**src/epg_consts.svh**
```systemverilog
// constants for the eight pin gpio port
`ifndef EPG_CONSTS_SVH
`define EPG_CONSTS_SVH
`define EPG_DATA_OFFSET 8'h7a
`define EPG_CFG_OFFSET 8'h12
`define EPG_DATA_RESET 8'hff
`define EPG_CFG_RESET 4'h0
`define EPG_PIN_FAULT_IN 0
`define EPG_PIN_FAULT_OUT 1
`define EPG_PIN_TRIG_IN 2
`define EPG_PIN_READY 3
`endif

```
**src/epg_pkg.sv**
```systemverilog
// types for the eight pin gpio port
`default_nettype none
package epg_pkg;
    typedef logic [7:0] epg_byte_t;
    typedef enum logic [1:0] {
        EPG_RD_IDLE,
        EPG_RD_WAIT,
        EPG_RD_DONE
    } epg_rd_state_t;
endpackage : epg_pkg
`default_nettype wire

```
**src/epg_gpio_port.sv**
```systemverilog
// eight pin gpio port with four alternate functions
`include "epg_consts.svh"
`default_nettype none
// Overview of operation
// - eight pins; pins 0-3 select alternate function via config register, 4-7 plain
// - alternates: pin0 fault input, pin1 alarm out, pin2 trigger, pin3 data ready
// - a plain gpio pin acting as output follows its data register bit
// - data register read returns the live pin level for input pins
// - reset sets every data bit to 1, all pins released and pulled up
// - ready pin low after direct conversion; released on new conversion or data access
// - fault input pin is active low
// - alarm pin asserts on any unmasked alarm event
module epg_gpio_port (
    input wire logic ref_clk,
    input wire logic rst,
    // register port from the serial interface
    input wire logic [7:0] reg_addr,
    input wire logic reg_wr,
    input wire logic reg_rd,
    input wire epg_pkg::epg_byte_t reg_wdata,
    output epg_pkg::epg_byte_t reg_rdata,
    output logic reg_rvalid,
    // pins
    input wire logic [7:0] pin_in,
    output logic [7:0] pin_out,
    output logic [7:0] pin_oe,
    // device core side
    input wire logic alarm_event,
    input wire logic conv_start,
    input wire logic conv_done,
    input wire logic adc_data_access,
    output logic fault_input,
    output logic fault_output,
    output logic conversion_trigger_input,
    output logic data_ready_indicator
);
    import epg_pkg::*;

    // ==========================================
    // registers
    epg_byte_t data_q;
    epg_byte_t data_d;
    logic [3:0] cfg_q;
    logic [3:0] cfg_d;
    epg_byte_t rdata_q;
    epg_byte_t rdata_d;
    logic rvalid_q;
    logic rvalid_d;
    logic ready_q;
    logic ready_d;
    logic alarm_q;
    logic alarm_d;
    epg_byte_t pin_sync;

    // pins are asynchronous to the core clock
    epg_sync #(
        .WIDTH(8)
    ) u_sync (
        .ref_clk(ref_clk),
        .rst(rst),
        .async_in(pin_in),
        .sync_out(pin_sync)
    );

    function automatic logic hit(input logic [7:0] a, input logic [7:0] off);
        hit = (a == off);
    endfunction : hit

    // ==========================================
    // next state
    always_comb begin
        data_d = data_q;
        cfg_d = cfg_q;
        rdata_d = rdata_q;
        rvalid_d = 1'b0;
        ready_d = ready_q;
        alarm_d = alarm_event;
        if (reg_wr && hit(reg_addr, `EPG_DATA_OFFSET)) begin
            data_d = reg_wdata;
        end
        if (reg_wr && hit(reg_addr, `EPG_CFG_OFFSET)) begin
            cfg_d = reg_wdata[3:0];
        end
        if (reg_rd) begin
            rvalid_d = 1'b1;
            if (hit(reg_addr, `EPG_DATA_OFFSET)) begin
                // released bits show the pin level, driven bits the stored 0
                rdata_d = pin_sync & data_q;
            end else if (hit(reg_addr, `EPG_CFG_OFFSET)) begin
                rdata_d = {4'h0, cfg_q};
            end else begin
                rdata_d = 8'h00;
            end
        end
        // set wins so a completion in the release cycle is never lost
        if (conv_start || adc_data_access) begin
            ready_d = 1'b0;
        end
        if (conv_done) begin
            ready_d = 1'b1;
        end
    end

    always_ff @(posedge ref_clk or posedge rst) begin
        if (rst) begin
            data_q <= `EPG_DATA_RESET;
            cfg_q <= `EPG_CFG_RESET;
            rdata_q <= 8'h00;
            rvalid_q <= 1'b0;
            ready_q <= 1'b0;
            alarm_q <= 1'b0;
        end else begin
            data_q <= data_d;
            cfg_q <= cfg_d;
            rdata_q <= rdata_d;
            rvalid_q <= rvalid_d;
            ready_q <= ready_d;
            alarm_q <= alarm_d;
        end
    end

    // ==========================================
    // pin drive
    always_comb begin
        // open drain: the port only ever pulls a pin low
        pin_out = 8'h00;
        pin_oe = ~data_q;
        if (cfg_q[`EPG_PIN_FAULT_IN]) begin
            pin_oe[`EPG_PIN_FAULT_IN] = 1'b0;
        end
        if (cfg_q[`EPG_PIN_FAULT_OUT]) begin
            pin_oe[`EPG_PIN_FAULT_OUT] = alarm_q;
        end
        if (cfg_q[`EPG_PIN_TRIG_IN]) begin
            pin_oe[`EPG_PIN_TRIG_IN] = 1'b0;
        end
        if (cfg_q[`EPG_PIN_READY]) begin
            pin_oe[`EPG_PIN_READY] = ready_q;
        end
    end

    assign fault_input = cfg_q[`EPG_PIN_FAULT_IN] & ~pin_sync[`EPG_PIN_FAULT_IN];
    assign fault_output = cfg_q[`EPG_PIN_FAULT_OUT] & alarm_q;
    assign conversion_trigger_input = cfg_q[`EPG_PIN_TRIG_IN] & pin_sync[`EPG_PIN_TRIG_IN];
    assign data_ready_indicator = cfg_q[`EPG_PIN_READY] & ready_q;
    assign reg_rdata = rdata_q;
    assign reg_rvalid = rvalid_q;

    // ==========================================
    // checks
    a_data_write: assert property (@(posedge ref_clk) disable iff (rst)
        reg_wr && reg_addr == `EPG_DATA_OFFSET |=> data_q == $past(reg_wdata))
        else $error("data register not written");
    a_drive_low: assert property (@(posedge ref_clk) disable iff (rst)
        !data_q[7] |-> pin_oe[7] && !pin_out[7])
        else $error("pin 7 not driven low");
    a_release_high: assert property (@(posedge ref_clk) disable iff (rst)
        data_q[5] |-> !pin_oe[5])
        else $error("pin 5 not released");
    a_read_pin: assert property (@(posedge ref_clk) disable iff (rst)
        reg_rd && reg_addr == `EPG_DATA_OFFSET && data_q[6]
        |=> reg_rvalid && reg_rdata[6] == $past(pin_sync[6]))
        else $error("read not showing pin level");
    a_ready_set: assert property (@(posedge ref_clk) disable iff (rst)
        conv_done && !conv_start && !adc_data_access ##1 cfg_q[3] |-> pin_oe[3])
        else $error("ready pin not driven low");
    a_ready_clear: assert property (@(posedge ref_clk) disable iff (rst)
        conv_start && !conv_done |=> !ready_q)
        else $error("ready not released");
    a_fault_low: assert property (@(posedge ref_clk) disable iff (rst)
        cfg_q[0] && !pin_sync[0] |-> fault_input)
        else $error("fault input missed");
    a_alarm_out: assert property (@(posedge ref_clk) disable iff (rst)
        alarm_event && cfg_q[1] ##1 cfg_q[1] |-> pin_oe[1])
        else $error("alarm pin not asserted");
    a_cfg_plain: assert property (@(posedge ref_clk) disable iff (rst)
        pin_oe[7:4] == ~data_q[7:4])
        else $error("upper pins not plain gpio");
    a_reset_ones: assert property (@(posedge ref_clk)
        $fell(rst) |-> data_q == 8'hff)
        else $error("data not all ones after reset");
    // ==========================================
    // checks: access and alternate functions
    a_ready_wins: assert property (@(posedge ref_clk) disable iff (rst)
        conv_done |=> ready_q)
        else $error("completion lost");
    a_ready_access: assert property (@(posedge ref_clk) disable iff (rst)
        adc_data_access && !conv_done |=> !ready_q)
        else $error("ready not released on access");
    a_plain_low: assert property (@(posedge ref_clk) disable iff (rst)
        (pin_oe[3:0] & ~cfg_q) == (~data_q[3:0] & ~cfg_q))
        else $error("lower pins not plain gpio");
    a_cfg_write: assert property (@(posedge ref_clk) disable iff (rst)
        reg_wr && reg_addr == `EPG_CFG_OFFSET |=> cfg_q == $past(reg_wdata[3:0]))
        else $error("config register not written");
    a_rd_unmapped: assert property (@(posedge ref_clk) disable iff (rst)
        reg_rd && reg_addr != `EPG_DATA_OFFSET && reg_addr != `EPG_CFG_OFFSET
        |=> reg_rdata == 8'h00)
        else $error("unmapped read not zero");
    a_rvalid_pulse: assert property (@(posedge ref_clk) disable iff (rst)
        reg_rd |=> reg_rvalid)
        else $error("read not answered");
    a_rvalid_idle: assert property (@(posedge ref_clk) disable iff (rst)
        !reg_rd |=> !reg_rvalid)
        else $error("read valid without read");
    a_read_driven: assert property (@(posedge ref_clk) disable iff (rst)
        reg_rd && reg_addr == `EPG_DATA_OFFSET && !data_q[4] |=> !reg_rdata[4])
        else $error("driven pin not read low");
    a_out_zero: assert property (@(posedge ref_clk) disable iff (rst)
        pin_out == 8'h00)
        else $error("pin driven high");
    a_fault_none: assert property (@(posedge ref_clk) disable iff (rst)
        cfg_q[0] |-> !pin_oe[0])
        else $error("fault input pin driven");
    a_trig_none: assert property (@(posedge ref_clk) disable iff (rst)
        cfg_q[2] |-> !pin_oe[2] && conversion_trigger_input == pin_sync[2])
        else $error("trigger pin wrong");
    a_alarm_idle: assert property (@(posedge ref_clk) disable iff (rst)
        !alarm_event ##1 cfg_q[1] |-> !pin_oe[1] && !fault_output)
        else $error("alarm pin stuck");
    a_fault_high: assert property (@(posedge ref_clk) disable iff (rst)
        pin_sync[0] |-> !fault_input)
        else $error("fault input on high pin");
endmodule : epg_gpio_port
`default_nettype wire

```
**src/epg_sync.sv**
```systemverilog
// two flop synchroniser for the pin inputs
`default_nettype none
module epg_sync #(
    parameter int WIDTH = 8
) (
    input wire logic ref_clk,
    input wire logic rst,
    input wire logic [WIDTH-1:0] async_in,
    output logic [WIDTH-1:0] sync_out
);
    logic [WIDTH-1:0] meta_q;
    logic [WIDTH-1:0] meta_d;
    logic [WIDTH-1:0] sync_q;
    logic [WIDTH-1:0] sync_d;

    always_comb begin
        meta_d = async_in;
        sync_d = meta_q;
    end

    // idle pins read high because of the pullup
    always_ff @(posedge ref_clk or posedge rst) begin
        if (rst) begin
            meta_q <= '1;
            sync_q <= '1;
        end else begin
            meta_q <= meta_d;
            sync_q <= sync_d;
        end
    end

    assign sync_out = sync_q;
endmodule : epg_sync
`default_nettype wire

```
**config.mk**
```make
export PLATFORM = sky130hd
export DESIGN_NAME = epg_gpio_port
export DESIGN_NICKNAME = d
export VERILOG_FILES = /design/src/epg_pkg.sv /design/src/epg_gpio_port.sv /design/src/epg_sync.sv
export VERILOG_INCLUDE_DIRS = /design/src
export SDC_FILE = /design/constraint.sdc
export NUM_CORES = 1
export LEC_CHECK = 0
export BUFFER_PORTS_ARGS = -buffer_cell sky130_fd_sc_hd__buf_2
export CORE_MARGIN = 3
export CORE_UTILIZATION = 35
export DETAILED_ROUTE_END_ITERATION = 16
export MAX_ROUTING_LAYER = met4
export PLACE_DENSITY = 0.66
export SYNTH_ARGS = -nofsm -noshare
export SYNTH_HDL_FRONTEND = slang
export SYNTH_HIERARCHICAL = 1
export SYNTH_SLANG_ARGS = --single-unit
```
**constraint.sdc**
```tcl
create_clock -name ref_clk -period 1.1 [get_ports ref_clk]
set_clock_uncertainty 0.15 [all_clocks]
set_input_delay 0.11 -clock ref_clk [delete_from_list [all_inputs] [get_ports ref_clk]]
set_output_delay 0.11 -clock ref_clk [all_outputs]
set_load 0.005 [all_outputs]
```
==> results of run 1 <==
-- area by class of cell --
type                            instances  area [um^2]  area share
Multi-Input combinational cell         55          454       0.197
Clock buffer                            7         96.3      0.0418
Tap cell                               50         62.6      0.0271
Timing Repair Buffer                   88          621       0.269
Clock inverter                          1         6.26     0.00271
Sequential cell                        39         1010       0.436
Inverter                               16         60.1      0.0260
-- timing repair --
action / in CTS / in global routing
setup endpoints to repair: 12 / 18
setup buffers: 10 / 1
hold buffers: 22 / 0
pin swaps: 3 / 2
endpoints found under the hold margin: 46 / 0
gates resized for setup: 6 / 10
-- where the power goes --
group | total (mW) | internal [mW] | switching (mW)
combinational | 0.317 | 0.184 | 0.133
sequential | 1.56 | 1.53 | 0.0319
clock | 1.04 | 0.571 | 0.468
total | 2.91 | 2.28 | 0.633
-- metal layers --
| metal | global-route usage | vias up | part of all wire |
|---|---|---|---|
| met1 | 0.165 | 603 | 0.40 |
| met5 | - | - | 0 |
| met3 | 0.0429 | 4 | 0.062 |
| met2 | 0.254 | 37 | 0.52 |
| li1 | - | 548 | - |
| met4 | 0.0772 | 0 | 0.013 |
-- synthesized netlist by cell type (2+ instances only) --
cell type	instances	area, um^2
mux2_4	2	30.0
dfrtp_1	15	375
nor2_1	2	7.51
mux2_2	10	113
nand3_1	2	10.0
buf_4	8	60.1
inv_1	16	60.1
o22ai_1	8	50.1
and2b_2	2	17.5
a32oi_1	4	35.0
dfstp_2	24	631
nand2_1	4	15.0
and2_1	3	18.8
-- critical path, delay by kind of cell (launching register included) --
family,cells,cell delay (ns)
buf+inv,1,0.12
simple gates,1,0.14
compound gates,1,0.14
flops,1,0.39
-- state kept, by name, summed over array words and instances, names as in the netlist --
| signal | count |
|---|---|
| alarm_q | 1 |
| cfg_q | 4 |
| data_q | 8 |
| ready_q | 1 |
| reg_rdata | 8 |
| reg_rvalid | 1 |
| u_sync/meta_q | 8 |
| u_sync/sync_out | 8 |
-- cell families (layout without fill, tap and decap cells) --
group,Yosys count,in the layout,synth area share
flops,39,39,0.654
mux,13,13,0.0992
buf+inv,26,112,0.0878
other cells,1,8,0.00244
simple gates,20,20,0.0919
compound gates,14,14,0.0650
-- how the worst min path moves through the flow --
| stage | endpoint | slack (ns) |
|---|---|---|
| after floorplan | alarm_q | -0.04 |
| after global placement | reg_rdata[2] | 0.02 |
| after detailed placement | reg_rdata[2] | 0.03 |
| after CTS | reg_rdata[7] | 0.03 |
| after global routing | reg_rdata[7] | 0.06 |
| final | reg_rdata[7] | 0.04 |
-- per-stage QoR --
| step | power [mW] | utilization |
|---|---|---|
| after detailed placement | 1.79 | 0.447 |
| after floorplan | 1.69 | - |
| after CTS | 2.92 | 0.549 |
| final | 2.91 | 0.560 |
| after global routing | 3.04 | 0.560 |
| after global placement | 1.78 | 0.447 |
==> out/metrics.yaml, run 1 <==
antenna_found_initial: 0
gr-total-overflow: 0
hp-class: "input port to flip-flop"
required_ns: 0.84
seq_area_frac_synth: 0.654
critPathMaxStageDelay_ns: 0.39
ys.warnings.count: 6
drt-initial-drc-count: 24
min_from: "reg_rd"
grt_pass1_vias: 1300
layout_commonest_cell: "buf_2"
synth_async_sr_flop_share: 1.00
startpoint_type: "flip-flop"
p_leak_nw: 1.10
place_area_mm2: 0.00184
track_usage: 0.152
path_class: "flip-flop to output pin"
clk_pin_slew_ns: 0.08
drive_above_1_share: 0.612
hold_viol: 0
synth-main-ff-cell: "dfstp_2"
numPortBuffers: 52
path_max_fanout: 2
wire_per_inst_um: 14.2
r2r_slack_ns: -0.09
synth_seq_cells: 39
drc: 0
ir_drop_v: 0.000948
critPathSlowestCell: "dfrtp_1"
status: "complete, but fails checks"
syn_to_final_growth_pct: 49.8
final_cell_mix: "47 x buf_2, 24 x dfstp_2, 22 x dlygate4sd3_1, 15 x dfrtp_1, 13 x buf_4"
setup_viol: 14
dp_cells: 215
dieArea_mm2: 0.00523
clock_path_buffers: 2
routed_wl_um: 3640
fmax_ghz: 0.747
rows: 23
r2r_start: "cfg_q[1]"
r2r-end: "reg_rdata[1]"
worst_pin_slew_ns: 0.544
finalCriticalPeriod_ns: 1.34
root_buffer: "clkbuf_8"
synth_area_mm2: 0.00154
h-tree-depth: 2
nNetsFinal: 237
synth_area_per_cell_um2: 13.6
crit_path_start: "cfg_q[1]"
numCtsBuffers: 5
drv_cap: 0
die_x_um: 72.3
grt_max_degree: 24
maxSlewHeadroom: 0.637
fillers: 339
period_share: 1.22
synth_cells: 113
grt_pass1_wl_um: 5870
drtAntennaViolNets: 0
hold_slack_ns: 0.0376
die_h_um: 72.3
end_kind: "output pin"
fin_ws_ns: -0.238
start_util: 0.374
clock_sinks: 39
core-area_mm2: 0.00412
vias: 1192
cts_tree: "built"
grt_setup_unrepaired: "true"
dp_hpwl_um: 2560
synthDistinctLibCells: 26
setup-tns-final_ns: -1.94
final_max_slew_viol_count: 0
io_pins: 61
fin_cells: 256
r2r_cells: 4
holdPathStages: 2
cellPowerDensity_mw_per_mm2: 1260
place.gp.congestion: 0.795
first_pass_iters: 4
clock_latency_ns: 0.28
final_area_mm2: 0.00231
path_cells: "and2_4 > o21bai_1 > buf_2"
cp-endpoint: "pin_oe[1]"
num_antenna_cells: 0
synth_enable_flop_cells: 0
arrival_ns: 1.08
place_ws_ns: -0.168
violations: "setup timing"
via_per_inst: 4.66
Power figures use the tool's default switching activity.
==> inputs of run 2 (changes only) <==
--- a/config.mk
+++ b/config.mk
@@ -8,10 +8,11 @@
 export LEC_CHECK = 0
 export BUFFER_PORTS_ARGS = -buffer_cell sky130_fd_sc_hd__buf_2
 export CORE_MARGIN = 3
-export CORE_UTILIZATION = 35
+export CORE_UTILIZATION = 47
 export DETAILED_ROUTE_END_ITERATION = 16
+export GPL_ROUTABILITY_DRIVEN = 0
 export MAX_ROUTING_LAYER = met4
-export PLACE_DENSITY = 0.66
+export PLACE_DENSITY = 0.83
 export SYNTH_ARGS = -nofsm -noshare
 export SYNTH_HDL_FRONTEND = slang
 export SYNTH_HIERARCHICAL = 1
==> run 2 against run 1 <==
Against the previous run:
- the flow still finishes with violations (setup timing)
- combinational power is 2% higher
- first-iteration DRC count fell by 17%
- setup slack got worse by 0.070 ns
- critical path depth stayed put
- final area up 2.0%
- routed wire length up 13%
- hold slack gained 0.021 ns
- non-clock buffer count increased by 5
- clock power down 7%
- core utilization up 20 points
- final cell count down 0.39%
- global-route usage increased by 6.2 points
==> out/metrics.yaml, run 2 (synthesis gave the netlist of run 1 again) <==
status: "complete, but fails checks"
violations: "setup timing"
startpoint_type: "flip-flop"
hold_viol: 0  # unchanged
first_pass_iters: 4  # unchanged
routed_wl_um: 4130  # +13%
cellPowerDensity_mw_per_mm2: 1210  # -3.9%
r2r_slack_ns: -0.07  # +0.02 ns
switching_share: 0.216  # -0.00112
gr-total-overflow: 0  # unchanged
arrival_ns: 1.15  # +0.07 ns
fin_ws_ns: -0.308  # -0.0697 ns
dp_hpwl_um: 2310  # -9.6%
setup-tns-final_ns: -3.04  # -1.10 ns
vias: 1223  # +2.6%
clock_path_buffers: 2  # unchanged
holdPathEnd: "reg_rdata[7]"
critPathSlowestCell: "dfrtp_1"
holdPathStages: 3  # +1
clock_latency_ns: 0.33  # +0.05 ns
drive_above_1_share: 0.626  # +0.0139
multi_input_area_um2: 470  # +3.6%
setup_viol: 23  # +9
grt_pass1_vias: 1327  # +2.1%
numCtsBuffers: 5  # unchanged
switching_power_mw: 0.617  # -2.5%
final_cell_mix: "47 x buf_2, 24 x dfstp_2, 21 x dlygate4sd3_1, 16 x buf_4, 15 x dfrtp_1"
internal-power_mw: 2.24  # -1.9%
dieArea_mm2: 0.00400  # -24%
path_max_fanout: 2  # unchanged
clk_pin_slew_ns: 0.11  # +0.03 ns
grt_max_degree: 24  # unchanged
h-tree-depth: 2  # unchanged
period_share: 1.28  # +0.0633
fillers: 178  # -47%
critPathMaxStageDelay_ns: 0.41  # +0.02 ns
rows: 20  # -13%
p_leak_nw: 1.13  # +2.8%
end_kind: "output pin"
clock_sinks: 39  # unchanged
numPortBuffers: 52  # unchanged
r2r_cells: 3  # -1
root_buffer: "clkbuf_4"
die_h_um: 63.2  # -13%
required_ns: 0.84  # about the same
min_from: "reg_rd"
io_pins: 61  # unchanged
drv_cap: 0  # unchanged
path_cells: "and2_4 > o21bai_1 > buf_2"
die_x_um: 63.2  # -13%
grt_pass1_wl_um: 6290  # +7.2%
start_util: 0.500  # +0.126
fmax_ghz: 0.710  # -4.9%
r2r_start: "data_q[0]"
drt-initial-drc-count: 20  # -17%
maxSlewHeadroom: 0.632  # -0.00503
drtAntennaViolNets: 0  # unchanged
finalCriticalPeriod_ns: 1.41  # +0.0697 ns
final_max_slew_viol_count: 0  # unchanged
cts_tree: "built"
r2r-end: "reg_rdata[0]"
via_per_inst: 4.80  # +3.0%
ir_drop_v: 0.000915  # -3.5%
combPwrFrac: 0.113  # +0.004
clock_power_share: 0.340  # -0.017
hp-class: "input port to flip-flop"
nNetsFinal: 242  # +2.1%
layout_commonest_cell: "buf_2"
worst_pin_slew_ns: 0.552  # +0.00754 ns
seq_area_mm2: 0.00101  # unchanged
drc: 0  # unchanged
num_antenna_cells: 0  # unchanged
track_usage: 0.214  # +0.0618
syn_to_final_growth_pct: 52.8
utilization: 0.764  # +0.203
grt_setup_unrepaired: "true"
power_frac_seq: 0.546  # +0.011
core-area_mm2: 0.00308  # -25%
path_class: "flip-flop to output pin"
wire_per_inst_um: 16.2  # +14%
antenna_found_initial: 0  # unchanged
run 2: critical path: cells and delay by family (launching register included):
| family | cells | cell delay (ns) |
|---|---|---|
| flip-flops | 1 | 0.41 |
| AND/OR/NAND/NOR | 1 | 0.14 |
| buffers and inverters | 1 | 0.12 |
| AO/OA/AOI/OAI | 1 | 0.14 |
run 2: worst max path at each step:
stage | from | end | slack (ns) | cells after the start
floorplan | reg_addr[0] | data_q[0] | 0.004 | 3
global placement | reg_addr[0] | cfg_q[1] | -0.14 | 4
detailed placement | reg_addr[0] | cfg_q[0] | -0.17 | 4
CTS | cfg_q[1] | pin_oe[1] | -0.33 | 3
global route | cfg_q[1] | pin_oe[1] | -0.39 | 3
finish | cfg_q[1] | pin_oe[1] | -0.31 | 3
run 2: layout make-up:
class	instances	area share
Sequential cell	39	0.428
Timing Repair Buffer	93	0.284
Multi-Input combinational cell	55	0.200
Clock buffer	8	0.0389
Inverter	16	0.0255
Tap cell	44	0.0234
run 2: per-stage QoR:
| stage | hold WS [ns] | instances | cell area [um^2] | total power, mW | setup slack (ns) |
|---|---|---|---|---|---|
| 4_1_cts | 0.00330 | 251 | 2240 | 2.85 | -0.328 |
| 5_1_grt | 0.0770 | 255 | 2350 | 2.98 | -0.387 |
| 3_3_place_gp | 0.0196 | 209 | 1830 | 1.77 | -0.142 |
| 2_1_floorplan | -0.0440 | 120 | 1570 | 1.69 | 0.00429 |
| 6_report | 0.0587 | 255 | 2350 | 2.86 | -0.308 |
| 3_5_place_dp | 0.0238 | 209 | 1830 | 1.79 | -0.169 |
run 2: repair_timing:
item                                   CTS  global route
setup buffers                           12             4
endpoints found under the hold margin   54             0
setup endpoints to repair               21            30
hold buffers                            22             0
pin swaps                                2             4
gates resized for setup                  3            18
run 2: power groups by stage:
stage                     Clock, mW  Sequential (mW)  Combinational (mW)
after detailed placement          0             1.58               0.204
final                         0.971             1.56               0.324
after CTS                      1.00             1.55               0.295
after global placement            0             1.58               0.196
after global routing           1.06             1.57               0.352
after floorplan                   0             1.57               0.118
run 2: layer usage:
metal | GRT usage | up-vias | routed length, um
li1 | - | 560 | -
met1 | 0.227 | 591 | 1620
met2 | 0.372 | 59 | 2140
met3 | 0.0713 | 13 | 231
met4 | 0.0782 | 0 | 136
met5 | - | - | 0
==> inputs of run 3 (changes only) <==
--- a/config.mk
+++ b/config.mk
@@ -6,9 +6,10 @@
 export SDC_FILE = /design/constraint.sdc
 export NUM_CORES = 1
 export LEC_CHECK = 0
+export ABC_AREA = 1
 export BUFFER_PORTS_ARGS = -buffer_cell sky130_fd_sc_hd__buf_2
 export CORE_MARGIN = 3
-export CORE_UTILIZATION = 47
+export CORE_UTILIZATION = 48
 export DETAILED_ROUTE_END_ITERATION = 16
 export GPL_ROUTABILITY_DRIVEN = 0
 export MAX_ROUTING_LAYER = met4
==> run 3 against run 2 <==
Against the previous run:
- the run still ends with setup timing left
- fmax grew 0.26%
- synthesized cell count grew 47%
- clock power decreased by 15%
- hold slack improved by 0.030 ns
- flip-flop and latch count unchanged
- sequential share of layout area shrank 1.1 points
- first-iteration DRC count increased by 130%
- final area grew 2.7%
- non-clock buffer count fell by 1
- largest cell class unchanged
- largest power group unchanged
==> out/metrics.yaml, run 3 <==
core-area_mm2: 0.00315  # +2.4%
place_ws_ns: -0.0747  # +0.0946 ns
yosysTopAreaCellShare: 0.387  # -0.0230
first_pass_iters: 4  # unchanged
nNetsFinal: 295  # +22%
vias: 1411  # +15%
clock_sinks: 39  # unchanged
numCtsBuffers: 5  # unchanged
die_h_um: 64.3  # +1.7%
root_buffer: "clkbuf_4"
power_mw: 2.77  # -3.1%
io_pins: 61  # unchanged
cts_tree: "built"
place_area_mm2: 0.00193  # +5.3%
clk_pin_slew_ns: 0.11  # about the same
p_leak_nw: 1.32  # +16%
required_ns: 0.84  # about the same
h-tree-depth: 2  # unchanged
antenna_found_initial: 0  # unchanged
setup_viol: 23  # unchanged
syn_to_final_growth_pct: 48.1
r2r-end: "reg_rdata[2]"
final_max_slew_viol_count: 0  # unchanged
period_share: 1.28  # -0.00333
seq_area_frac_synth: 0.617  # -0.0366
ir_drop_v: 0.000998  # +9.0%
drive_above_1_share: 0.477  # -0.148
dp_hpwl_um: 2230  # -3.5%
gr-total-overflow: 0  # unchanged
synth_cells: 166  # +47%
grt_pass1_vias: 1417  # +6.8%
track_usage: 0.206  # -0.00795
status: "complete, but fails checks"
final_cell_mix: "48 x buf_2, 41 x nand2_1, 24 x dfstp_2, 23 x dlygate4sd3_1, 19 x inv_1"
fillers: 221  # +24%
grt_pass1_wl_um: 6220  # -1.1%
synth_top_area_cell: "dfstp_2"
synth_async_sr_flop_share: 1.00  # unchanged
startpoint_type: "flip-flop"
critPathSlowestCell: "dfstp_2"
wire_per_inst_um: 12.4  # -23%
grt_max_degree: 24  # unchanged
end_kind: "output pin"
dieArea_mm2: 0.00413  # +3.4%
path_class: "flip-flop to output pin"
yosys-top-cells-count: "45 x nand2_1, 26 x inv_1, 24 x dfstp_2"
min_from: "reg_addr[5]"
fin_ws_ns: -0.304  # +0.00366 ns
synth_area_mm2: 0.00163  # +5.9%
path_cells: "buf_6 > nor2_2 > buf_2"
layout_commonest_cell: "buf_2"
hp-class: "input port to flip-flop"
synth-main-ff-cell: "dfstp_2"
grt_setup_unrepaired: "true"
routed_wl_um: 3820  # -7.4%
drtAntennaViolNets: 0  # unchanged
finalCriticalPeriod_ns: 1.40  # -0.00366 ns
r2r_cells: 7  # +4
dp_cells: 263  # +26%
synth_area_leaders: "dfstp_2 39%, dfrtp_1 23%, nand2_1 10%, inv_1 6.0%, nand3_1 3.7%"
die_x_um: 64.3  # +1.7%
fin_cells: 308  # +21%
numPortBuffers: 52  # unchanged
start_util: 0.517  # +0.0171
holdPathEnd: "reg_rdata[5]"
synth_seq_cells: 39  # unchanged
arrival_ns: 1.14  # about the same
final_area_mm2: 0.00241  # +2.7%
critPathMaxStageDelay_ns: 0.55  # +0.14 ns
clock_path_buffers: 2  # unchanged
path_max_fanout: 2  # unchanged
via_per_inst: 4.58  # -4.5%
drc: 0  # unchanged
r2r_start: "data_q[2]"
ys.warnings.count: 6  # unchanged
drt-initial-drc-count: 45  # +130%
fmax_ghz: 0.712  # +0.26%
synthDistinctLibCells: 19  # -27%
synth_enable_flop_cells: 0  # unchanged
hold_viol: 0  # unchanged
drv_cap: 0  # unchanged
num_antenna_cells: 0  # unchanged
post-synth-top-count-cell: "nand2_1"
r2r_slack_ns: -0.12  # -0.05 ns
cellPowerDensity_mw_per_mm2: 1150  # -5.6%
clock_latency_ns: 0.34  # about the same
rows: 20  # unchanged
holdPathStages: 5  # +2
synth_area_per_cell_um2: 9.82  # -28%
setup-tns-final_ns: -3.14  # -0.0995 ns
violations: "setup timing"
[run 3: changes by cell type after synthesis, moves of 3 or more]
cell,delta
nand2_1,+41
o21ai_0,+12
inv_1,+10
mux2_2,-10
nand3_1,+10
o22ai_1,-8
o21ai_1,+6
a32oi_1,-4
nor2_1,+4
and2_1,-3
[run 3: worst max-delay path, delay by kind of cell, from the launching register on]
family / cells / cell delay [ns]
buffers and inverters: 2 / 0.22
flip-flops: 1 / 0.55
AND/OR/NAND/NOR: 1 / 0.03
[run 3: repair_timing]
action	4_1_cts	5_1_grt
setup endpoints to repair	22	34
resized for setup	9	19
buffers inserted	10	5
hold endpoints to repair	70	0
hold buffers	23	0
pin swaps	6	8
[run 3: layer usage]
metal,routed length (um),GRT usage,vias up
met2,1900,0.322,61
met3,237,0.0562,15
met5,0,-,-
met1,1550,0.244,646
met4,134,0.106,0
li1,-,-,689
[run 3: through the flow]
| step | hold WS [ns] | util |
|---|---|---|
| CTS | 0.0666 | 0.736 |
| floorplan | -0.0440 | - |
| finish | 0.0885 | 0.766 |
| global placement | 0.0264 | 0.612 |
| global route | 0.0971 | 0.766 |
| detailed placement | 0.0253 | 0.612 |
[run 3: layout make-up]
type | count | area, um^2 | share of cell area
flip-flops and latches | 39 | 1010 | 0.417
repair buffers | 92 | 654 | 0.271
multi-input cells | 99 | 529 | 0.219
inverters | 26 | 97.6 | 0.0404
clock buffers | 7 | 65.1 | 0.0269
well taps | 44 | 55.1 | 0.0228
clock inverters | 1 | 7.51 | 0.00311
[run 3: worst max-delay path by stage]
stage / start / endpoint / slack, ns
2_1_floorplan: data_q[2] / reg_rdata[2] / 0.07
4_1_cts: data_q[0] / pin_oe[0] / -0.31
6_report: data_q[0] / pin_oe[0] / -0.30
3_5_place_dp: reg_addr[0] / data_q[7] / -0.07
5_1_grt: u_sync/sync_out[2] / conversion_trigger_input / -0.35
3_3_place_gp: reg_addr[0] / data_q[5] / -0.04
[run 3: report_power, final]
| group | internal (mW) | switching [mW] | total (mW) |
|---|---|---|---|
| clock | 0.374 | 0.457 | 0.830 |
| sequential | 1.53 | 0.0363 | 1.57 |
| combinational | 0.195 | 0.172 | 0.367 |
| total | 2.10 | 0.665 | 2.77 |
[run 3: cells by family (layout without fill, tap and decap cells)]
family          Yosys count  count (layout)  synth area share
simple gates             72              72             0.221
buf+inv                  35             126            0.0998
other cells               1               8           0.00230
compound gates           19              19            0.0599
flops                    39              39             0.617
